--- src/verilog/dcm_pkg.sv ---
package dcm_pkg;

    // Data path widths
    localparam int CODE_W = 14;
    localparam int NUM_CH = 8;
    localparam int ADDR_W = 5;
    localparam int CH_W   = 3;

    // Register addresses on the five-line parallel bus
    localparam logic [4:0] ADDR_CODE_BASE = 5'h00;  // 00..07 input codes
    localparam logic [4:0] ADDR_ZERO_BASE = 5'h08;  // 08..0F zero trims
    localparam logic [4:0] ADDR_GAIN_BASE = 5'h10;  // 10..17 gain trims
    localparam logic [4:0] ADDR_MONITOR   = 5'h18;
    localparam logic [4:0] ADDR_SPARE_PIN = 5'h19;
    localparam logic [4:0] ADDR_PENDING   = 5'h1A;

    // Reset values
    localparam logic [13:0] RST_CODE     = 14'h0000;
    localparam logic [13:0] RST_ZERO     = 14'h0000;
    localparam logic [13:0] RST_GAIN     = 14'h2000;
    localparam logic [13:0] RST_MONITOR  = 14'h0000;
    localparam logic [13:0] RST_SPARE    = 14'h2000;
    localparam logic [13:0] CODE_MAX     = 14'h3FFF;

    // Field positions
    localparam int MON_LSB     = 2;   // monitor select D13:D2
    localparam int MON_MSB     = 13;
    localparam int MON_W       = 12;
    localparam int MON_CH0     = 4;   // select index of channel 0 (D6)
    localparam int SPARE_BIT   = 13;  // pin bit D13
    localparam int PEND_LSB    = 6;   // channel 0 flag at D6

    // Correction time per channel
    localparam int CLK_PERIOD_NS = 40;
    localparam int CORR_TIME_NS  = 500;
    localparam int CORR_CYCLES   =
        (CORR_TIME_NS + CLK_PERIOD_NS - 1) / CLK_PERIOD_NS;
    localparam logic [4:0] CORR_LAST = 5'(CORR_CYCLES - 1);

    // Correction engine states
    typedef enum logic [0:0] {
        ENG_IDLE = 1'b0,
        ENG_RUN  = 1'b1
    } dcm_eng_t;

endpackage : dcm_pkg

--- src/verilog/dcm_regs.sv ---
// Summary of operation
// - Monitor select bits D13:D2 all zero: monitor off, output Hi-Z.
// - Non one-hot monitor value is stored but monitor output stays off.
// - D2 ref B, D3 ref A, D4 offset B, D5 offset A, D6-D13 channels 0-7.
// - Don't-care bits ignore writes and read back zero.
// - Channel input code is 14-bit unsigned, resets to zero.
// - Engine off: code goes to data register; on: held for correction.
// - Loading data register into latch changes that channel's output code.
// - Zero trim is 14-bit two's complement, one step per count, resets zero.
// - Gain trim straight binary, 0.5 to 1.5, 2000h is unity and reset.
// - Pin bit zero drives pin low, one releases it: open drain.
// - Reading pin bit returns the sampled pin level.
// - After reset pin bit is one, pin released, register reads 2000h.
// - Engine on: write to code, zero or gain sets channel pending flag.
// - Pending flag clears when corrected code reaches the data register.
// - Correction takes about 500 ns per channel.
// - Flag register: channel 7 at D13 down to channel 0 at D6.
// - All pending flags read zero while the engine is off.
// - Pending flag register is read-only and zero after reset.
// - Enable bit on: codes corrected by gain and zero; off: unchanged.
// - Busy summary is one while any channel pending, zero idle or off.
module dcm_regs (
    // Clock and reset
    input  wire logic                   clk,
    input  wire logic                   rstn,
    // Parallel register port
    input  wire logic [4:0]             bus_addr,
    input  wire logic                   bus_wr,
    input  wire logic                   bus_rd,
    input  wire logic [13:0]            bus_wdata,
    output logic      [13:0]            bus_rdata_q,
    // Engine control and status
    input  wire logic                   calibration_engine_enable,
    output logic                        engine_busy_summary_q,
    // Output latch load and channel output codes
    input  wire logic                   load_latch,
    output logic      [7:0][13:0]       channel_code_bits_q,
    // Analog monitor routing
    output logic      [11:0]            monitor_route_q,
    output logic                        analog_monitor_output_oe_q,
    // Open-drain spare pin
    input  wire logic                   spare_pin_i,
    output logic                        spare_pin_o_q,
    output logic                        spare_pin_oe_q
);

    // Register storage
    logic [13:0]     code_q [dcm_pkg::NUM_CH];
    logic [13:0]     zero_q [dcm_pkg::NUM_CH];
    logic [13:0]     gain_q [dcm_pkg::NUM_CH];
    logic [13:0]     data_q [dcm_pkg::NUM_CH];
    logic [11:0]     mon_q;
    logic            spare_q;
    logic            pin_s_q;
    logic [7:0]      pending_q;
    logic [7:0]      pending_d;
    dcm_pkg::dcm_eng_t state_q;
    logic [2:0]      cur_ch_q;
    logic [4:0]      cnt_q;

    // Address decode
    wire [2:0]  a_ch       = bus_addr[2:0];
    wire        sel_code   = bus_addr[4:3] == dcm_pkg::ADDR_CODE_BASE[4:3];
    wire        sel_zero   = bus_addr[4:3] == dcm_pkg::ADDR_ZERO_BASE[4:3];
    wire        sel_gain   = bus_addr[4:3] == dcm_pkg::ADDR_GAIN_BASE[4:3];
    wire        sel_mon    = bus_addr == dcm_pkg::ADDR_MONITOR;
    wire        sel_spare  = bus_addr == dcm_pkg::ADDR_SPARE_PIN;
    wire        sel_pend   = bus_addr == dcm_pkg::ADDR_PENDING;
    wire        wr_code    = bus_wr && sel_code;
    wire        wr_zero    = bus_wr && sel_zero;
    wire        wr_gain    = bus_wr && sel_gain;
    wire        wr_chan    = wr_code || wr_zero || wr_gain;
    wire        eng_on     = calibration_engine_enable;

    // Flags raised by writes; write in the finishing cycle keeps flag set
    wire [7:0]  set_vec = (wr_chan && eng_on) ? 8'(1 << a_ch) : 8'h00;
    wire        finish  = state_q == dcm_pkg::ENG_RUN
                          && cnt_q == dcm_pkg::CORR_LAST;
    wire [7:0]  clr_vec = finish ? 8'(1 << cur_ch_q) : 8'h00;
    assign pending_d = eng_on ? ((pending_q & ~clr_vec) | set_vec)
                              : 8'h00;

    // Lowest pending channel is served first, one at a time
    logic [2:0] next_ch;
    always_comb begin
        next_ch = 3'h0;
        for (int i = dcm_pkg::NUM_CH - 1; i >= 0; i--) begin
            if (pending_q[i]) begin
                next_ch = 3'(i);
            end
        end
    end

    // Correction arithmetic: code*(0.5 + g/16384) + zero, saturated
    wire [13:0]        c_code = code_q[cur_ch_q];
    wire [13:0]        c_gain = gain_q[cur_ch_q];
    wire [13:0]        c_zero = zero_q[cur_ch_q];
    wire [27:0]        c_prod = c_code * c_gain;
    wire signed [15:0] c_sum  = $signed({2'b00, 1'b0, c_code[13:1]})
                              + $signed({2'b00, c_prod[27:14]})
                              + $signed({{2{c_zero[13]}}, c_zero});
    wire [13:0] c_out = c_sum < 0 ? 14'h0000
                      : (c_sum > $signed({2'b00, dcm_pkg::CODE_MAX}))
                        ? dcm_pkg::CODE_MAX : c_sum[13:0];

    // Monitor select validity: exactly one bit set, all zero is not valid
    wire [11:0] mon_w     = bus_wdata[dcm_pkg::MON_MSB:dcm_pkg::MON_LSB];
    wire        mon_onehot = mon_q != 12'h000
                             && (mon_q & (mon_q - 12'h001)) == 12'h000;

    // Read data mux; unmapped addresses read zero
    logic [13:0] rd_mux;
    always_comb begin
        rd_mux = 14'h0000;
        if (sel_code) begin
            rd_mux = code_q[a_ch];
        end else if (sel_zero) begin
            rd_mux = zero_q[a_ch];
        end else if (sel_gain) begin
            rd_mux = gain_q[a_ch];
        end else if (sel_mon) begin
            rd_mux = {mon_q, 2'b00};
        end else if (sel_spare) begin
            rd_mux = {pin_s_q, 13'h0000};
        end else if (sel_pend) begin
            rd_mux = {pending_q, 6'h00};
        end
    end

    // Host-written channel registers
    always_ff @(posedge clk) begin
        if (!rstn) begin
            for (int i = 0; i < dcm_pkg::NUM_CH; i++) begin
                code_q[i] <= dcm_pkg::RST_CODE;
                zero_q[i] <= dcm_pkg::RST_ZERO;
                gain_q[i] <= dcm_pkg::RST_GAIN;
            end
        end else begin
            if (wr_code) begin
                code_q[a_ch] <= bus_wdata;
            end
            if (wr_zero) begin
                zero_q[a_ch] <= bus_wdata;
            end
            if (wr_gain) begin
                gain_q[a_ch] <= bus_wdata;
            end
        end
    end

    // Converter data registers: direct path or corrected result
    always_ff @(posedge clk) begin
        if (!rstn) begin
            for (int i = 0; i < dcm_pkg::NUM_CH; i++) begin
                data_q[i] <= dcm_pkg::RST_CODE;
            end
        end else if (!eng_on && wr_code) begin
            data_q[a_ch] <= bus_wdata;
        end else if (eng_on && finish) begin
            data_q[cur_ch_q] <= c_out;
        end
    end

    // Output latches follow data registers on load
    always_ff @(posedge clk) begin
        if (!rstn) begin
            channel_code_bits_q <= '0;
        end else if (load_latch) begin
            for (int i = 0; i < dcm_pkg::NUM_CH; i++) begin
                channel_code_bits_q[i] <= data_q[i];
            end
        end
    end

    // Correction engine sequencer; disable abandons work in progress
    always_ff @(posedge clk) begin
        if (!rstn) begin
            state_q  <= dcm_pkg::ENG_IDLE;
            cur_ch_q <= 3'h0;
            cnt_q    <= 5'h00;
        end else begin
            case (state_q)
                dcm_pkg::ENG_IDLE: begin
                    cnt_q <= 5'h00;
                    if (eng_on && pending_q != 8'h00) begin
                        cur_ch_q <= next_ch;
                        state_q  <= dcm_pkg::ENG_RUN;
                    end
                end
                dcm_pkg::ENG_RUN: begin
                    cnt_q <= cnt_q + 5'h01;
                    if (!eng_on || finish) begin
                        state_q <= dcm_pkg::ENG_IDLE;
                    end
                end
                default: begin
                    state_q <= dcm_pkg::ENG_IDLE;
                end
            endcase
        end
    end

    // Pending flags and busy summary
    always_ff @(posedge clk) begin
        if (!rstn) begin
            pending_q             <= 8'h00;
            engine_busy_summary_q <= 1'b0;
        end else begin
            pending_q             <= pending_d;
            engine_busy_summary_q <= |pending_d;
        end
    end

    // Monitor select storage; invalid codes kept as written
    always_ff @(posedge clk) begin
        if (!rstn) begin
            mon_q <= dcm_pkg::RST_MONITOR[dcm_pkg::MON_MSB:dcm_pkg::MON_LSB];
        end else if (bus_wr && sel_mon) begin
            mon_q <= mon_w;
        end
    end

    // Monitor routing, one cycle behind the select register
    always_ff @(posedge clk) begin
        if (!rstn) begin
            monitor_route_q            <= 12'h000;
            analog_monitor_output_oe_q <= 1'b0;
        end else begin
            monitor_route_q            <= mon_onehot ? mon_q : 12'h000;
            analog_monitor_output_oe_q <= mon_onehot;
        end
    end

    // Open-drain pin: only ever drives low
    always_ff @(posedge clk) begin
        if (!rstn) begin
            spare_q        <= dcm_pkg::RST_SPARE[dcm_pkg::SPARE_BIT];
            spare_pin_o_q  <= 1'b0;
            spare_pin_oe_q <= 1'b0;
            pin_s_q        <= 1'b0;
        end else begin
            if (bus_wr && sel_spare) begin
                spare_q <= bus_wdata[dcm_pkg::SPARE_BIT];
            end
            spare_pin_o_q  <= 1'b0;
            spare_pin_oe_q <= ~spare_q;
            pin_s_q        <= spare_pin_i;
        end
    end

    // Registered read data, held between reads
    always_ff @(posedge clk) begin
        if (!rstn) begin
            bus_rdata_q <= 14'h0000;
        end else if (bus_rd) begin
            bus_rdata_q <= rd_mux;
        end
    end

endmodule : dcm_regs

--- config.mk ---
export PLATFORM = sky130hd
export DESIGN_NAME = dcm_regs
export DESIGN_NICKNAME = d
export VERILOG_FILES = /design/src/verilog/dcm_pkg.sv /design/src/verilog/dcm_regs.sv
export SDC_FILE = /design/constraint.sdc
export NUM_CORES = 2
export LEC_CHECK = 0
export BUFFER_PORTS_ARGS = -buffer_cell sky130_fd_sc_hd__buf_4
export CORE_ASPECT_RATIO = 1.2
export CORE_MARGIN = 2
export CORE_UTILIZATION = 32
export CTS_BUF_LIST = sky130_fd_sc_hd__clkbuf_8 sky130_fd_sc_hd__clkbuf_16
export DETAILED_ROUTE_END_ITERATION = 8
export GPL_ROUTABILITY_DRIVEN = 0
export SYNTH_ARGS = -nofsm -noshare
export SYNTH_HDL_FRONTEND = slang
export SYNTH_SLANG_ARGS = --single-unit
--- constraint.sdc ---
create_clock -name clk -period 33.2 [get_ports clk]
set_input_delay 3.32 -clock clk [delete_from_list [all_inputs] [get_ports clk]]
set_output_delay 3.32 -clock clk [all_outputs]
set_load 0.03 [all_outputs]
==> results summary <==
The detailed-placement wirelength estimate is 74,600 um. The arrival time of the worst setup path is 13,550 ps. In this run the mean area of a mapped cell was 12.3 um^2. Measured along the y axis, the die boundary spans 373 um. STA classifies the critical path endpoint as a flop. From left edge to right edge, the die measures 311 um. The clock tree synthesis step divided the H-tree into 3 levels. The largest fanout of any net on the critical path came out at 27. The total of warnings raised by yosys came out at 0.

For the pin with the worst max-slew slack, the measured transition is 1250 ps. In this run the standard cell core region covers 113,000 um^2. The routed design has 106,000 um of wire. 168 I/O pins were placed. Max-cap violations in this run came to 0.

The number of I/O port buffers is 166. The largest net degree at the start of global routing came out at 80. The worst register-to-register path ends at data_q[1][1]. The setup clock skew after layout is 18.0 ps.

After detailed routing, the number of vias per cell comes to 5.07. Among the stages of the critical path, the cell type that occurs most often is sky130_fd_sc_hd__a21oi_1. The clock passes through at most 3 buffers. The dominant register cell in the synthesized netlist is sky130_fd_sc_hd__edfxtp_1. The number of global-route vias before repair came out at 23,776. The smallest clock period supported by the final layout is computed as 13,090 ps. The total die area came out at 116,000 um^2.

The number of antenna violations at the first check in global routing came out at 7. The growth of design area from synthesis to finish came out at 13.7%. The number of nets in the layout came out at 3,355. The CTS tree is yes.

In the routed design, unresolved DRC markers number 0. The mapped cell area is 36,200 um^2. The worst hold path terminates at cnt_q[0]. The clock transition at the registers of the reported paths is 60 ps. The initial core utilization is 0.322. The detail route stage leaves a number of antenna-violating nets equal to 0. The portion of the clock cycle consumed by the worst path in the final layout is 0.394.

The average wire per cell in the routed design is 22.9 um. The final-report setup violation count came out at 0. After synthesis, the netlist uses 75 different library cells. The sequential-to-total area share from yosys stat is 0.468. The minimum hold slack is 463 ps. Headroom to the max-slew limit came out at 0.156. Counting flops and latches in the post-synthesis netlist gives 623.

The critical path's largest stage delay came out at 1100 ps. At the later pin of the worst-skew pair, clock insertion delay measures 620 ps. The length of the first detailed-routing pass in iterations came out at 5. The dominant cell type by area after synthesis is sky130_fd_sc_hd__edfxtp_1. Along the worst hold path, the cell count comes to 1. The required arrival time at the worst endpoint came out at 33,660 ps. The global routing usage summed across all routing layers came out at 0.180. The overall via count from detail_route is 23,481.

The slack of the worst reg-to-reg path came out at 20,110 ps. The number of sinks on the clock net is 623. The filler cells instantiated in the layout total 10,873. The fraction of synthesis flops using an asynchronous set or reset pin came out at 0. The critical path class is flop to flop. The count of hold-fix buffers inserted at cts came out at 0.

The sum of negative setup slack is 0 ps. The flow ran to the end, and the final reports show no timing, DRC or antenna violations. In this run the clock root is driven by a sky130_fd_sc_hd__clkbuf_16.

The achievable clock frequency is 76.4 MHz. The first global-routing pass estimated 156,000 um of wire. Counting the buffers created by CTS gives 68. The post-synthesis net count came out at 3,246. The number of cells on the worst reg-to-reg path is 43. The number of pins with negative max-slew slack in the final report was 0. Setup repair after global routing left no endpoint under its margin. The number of enable-type register cells in the synthesized netlist came out at 448. The startpoint of the tightest hold check path is cnt_q[0]. The number of endpoints with negative hold slack in the final report came out at 0. The number of gates resized after CTS came out at 0. The gate count after technology mapping is 2,957. The leftover overflow at the end of global routing came out at 0. The tightest min-delay check is of the flop to flop type. On the critical path, the stage with the largest delay is an instance of sky130_fd_sc_hd__o21ai_0. The proportion of layout cells with a drive suffix above 1 came out at 0.176. STA classifies the critical path startpoint as a flop. Row generation in the floorplan step produced 135 rows. In this run, the number of DRC markers left after iteration 0 of detailed routing was 1,993. By area the synthesized netlist is led by sky130_fd_sc_hd__edfxtp_1 37%, sky130_fd_sc_hd__mux4_2 11%, sky130_fd_sc_hd__dfxtp_1 9.7%. The proportion of netlist area held by the largest area contributor is 0.371. The post-CTS setup buffer count came out at 0.
[worst max path at each step]
| stage | end | depth (start not counted) | slack [ps] | from |
|---|---|---|---|---|
| detailed placement | data_q[1][1] | 43 | 20310 | flop |
| finish | data_q[1][1] | 43 | 20110 | flop |
| global placement | data_q[2][1] | 43 | 20420 | flop |
| global route | data_q[3][1] | 43 | 19310 | flop |
| floorplan | data_q[0][10] | 48 | 22240 | flop |
| CTS | data_q[1][1] | 43 | 20260 | flop |
[flip-flops by register name, indices dropped and copies added (netlist names), 3 cells and up, named ones only]
name and count:
data_q 112, bus_rdata_q 14, monitor_route_q 12, cur_ch_q 3
pending_q 8, zero_q 112, gain_q 112, channel_code_bits_q 112
mon_q 12, code_q 112, cnt_q 5
[cell families (layout without fill, tap and decap cells)]
family | after synthesis | in the layout | share of synthesized area
compound gates | 248 | 248 | 0.0462
fa+ha+maj | 265 | 265 | 0.121
flops | 623 | 623 | 0.468
xor+xnor | 43 | 43 | 0.0104
buf+inv | 389 | 550 | 0.0414
other cells | 1 | 3 | 0.000103
mux | 349 | 349 | 0.160
simple gates | 1039 | 1039 | 0.153
[through the flow]
| stage | cell area [um^2] | util | setup slack [ps] | instances |
|---|---|---|---|---|
| after floorplan | 36200 | - | 22240 | 2957 |
| after global placement | 39100 | 0.347 | 20420 | 4503 |
| after detailed placement | 39100 | 0.347 | 20310 | 4503 |
| after CTS | 41200 | 0.366 | 20260 | 4625 |
| after global routing | 41200 | 0.366 | 19310 | 4625 |
| final | 41200 | 0.366 | 20110 | 4627 |
[Yosys cell counts (6+ instances only)]
| cell type | count |
|---|---|
| sky130_fd_sc_hd__edfxtp_1 | 448 |
| sky130_fd_sc_hd__and2_1 | 362 |
| sky130_fd_sc_hd__nor2b_1 | 223 |
| sky130_fd_sc_hd__nand2_1 | 214 |
| sky130_fd_sc_hd__inv_1 | 193 |
| sky130_fd_sc_hd__mux4_2 | 177 |
| sky130_fd_sc_hd__dfxtp_1 | 175 |
| sky130_fd_sc_hd__nor2_1 | 150 |
| sky130_fd_sc_hd__fa_1 | 142 |
| sky130_fd_sc_hd__clkbuf_1 | 141 |
| sky130_fd_sc_hd__mux2i_1 | 139 |
| sky130_fd_sc_hd__ha_1 | 121 |
| sky130_fd_sc_hd__a21oi_1 | 59 |
| sky130_fd_sc_hd__o21ai_0 | 50 |
| sky130_fd_sc_hd__xnor2_1 | 32 |
| sky130_fd_sc_hd__mux2_2 | 30 |
| sky130_fd_sc_hd__buf_1 | 24 |
| sky130_fd_sc_hd__nand3_1 | 19 |
| sky130_fd_sc_hd__buf_2 | 18 |
| sky130_fd_sc_hd__or3_1 | 18 |
| sky130_fd_sc_hd__a21boi_0 | 17 |
| sky130_fd_sc_hd__o211a_1 | 13 |
| sky130_fd_sc_hd__a21o_1 | 11 |
| sky130_fd_sc_hd__nand2b_1 | 11 |
| sky130_fd_sc_hd__nor3_1 | 11 |
| sky130_fd_sc_hd__o21ai_1 | 11 |
| sky130_fd_sc_hd__xor2_1 | 11 |
| sky130_fd_sc_hd__a22oi_1 | 9 |
| sky130_fd_sc_hd__o211ai_1 | 9 |
| sky130_fd_sc_hd__clkinv_1 | 8 |
| sky130_fd_sc_hd__or2_2 | 8 |
| sky130_fd_sc_hd__and3_1 | 7 |
| sky130_fd_sc_hd__o21bai_1 | 7 |
| sky130_fd_sc_hd__a31oi_1 | 6 |
| sky130_fd_sc_hd__o22ai_1 | 6 |
[layout by cell type (no fill, tap or decap), types with 11 or more instances in the layout]
cell type and instances:
sky130_fd_sc_hd__nand2b_1 11, sky130_fd_sc_hd__edfxtp_1 448, sky130_fd_sc_hd__inv_1 214, sky130_fd_sc_hd__o21ai_1 35, sky130_fd_sc_hd__mux2_2 30, sky130_fd_sc_hd__or3_1 18
sky130_fd_sc_hd__fa_1 142, sky130_fd_sc_hd__o211a_1 13, sky130_fd_sc_hd__mux4_2 177, sky130_fd_sc_hd__a21o_1 11, sky130_fd_sc_hd__xor2_1 11, sky130_fd_sc_hd__nand3_1 19
sky130_fd_sc_hd__nand2_1 214, sky130_fd_sc_hd__mux2i_1 139, sky130_fd_sc_hd__nor2_1 150, sky130_fd_sc_hd__o21ai_0 26, sky130_fd_sc_hd__xnor2_1 32, sky130_fd_sc_hd__clkinv_1 14
sky130_fd_sc_hd__and2_1 362, sky130_fd_sc_hd__a21oi_1 59, sky130_fd_sc_hd__nor3_1 11, sky130_fd_sc_hd__dfxtp_1 172, sky130_fd_sc_hd__a21boi_0 17, sky130_fd_sc_hd__ha_1 121
sky130_fd_sc_hd__clkbuf_16 70, sky130_fd_sc_hd__nor2b_1 223, sky130_fd_sc_hd__buf_4 223
[layout make-up]
type	instances	area, um^2	area share
diodes	2	5.00	0.000121
clock buffers	77	1850	0.0449
clock inverters	45	250	0.00607
inverters	203	762	0.0185
multi-input cells	1945	17800	0.432
flip-flops and latches	623	17000	0.412
well taps	1507	1890	0.0458
repair buffers	225	1700	0.0412
[metal layers]
metal | up-vias | share of wire | global-route usage
met1 | 11818 | 0.40 | 0.227
met3 | 202 | 0.069 | 0.0326
met2 | 873 | 0.49 | 0.304
met5 | - | 0.00073 | 0
li1 | 10576 | - | -
met4 | 12 | 0.042 | 0.0737
[critical path, delay by kind of cell (launching register included)]
family	cells	cell delay [ps]
compound gates	18	4360
fa+ha+maj	10	3900
mux	2	1070
flops	1	840
buf+inv	6	1300
xor+xnor	3	440
simple gates	4	980
Power is left out: the tool's default activity adds up to more than one toggle a clock period on the data nets, which glitch-free logic cannot reach.
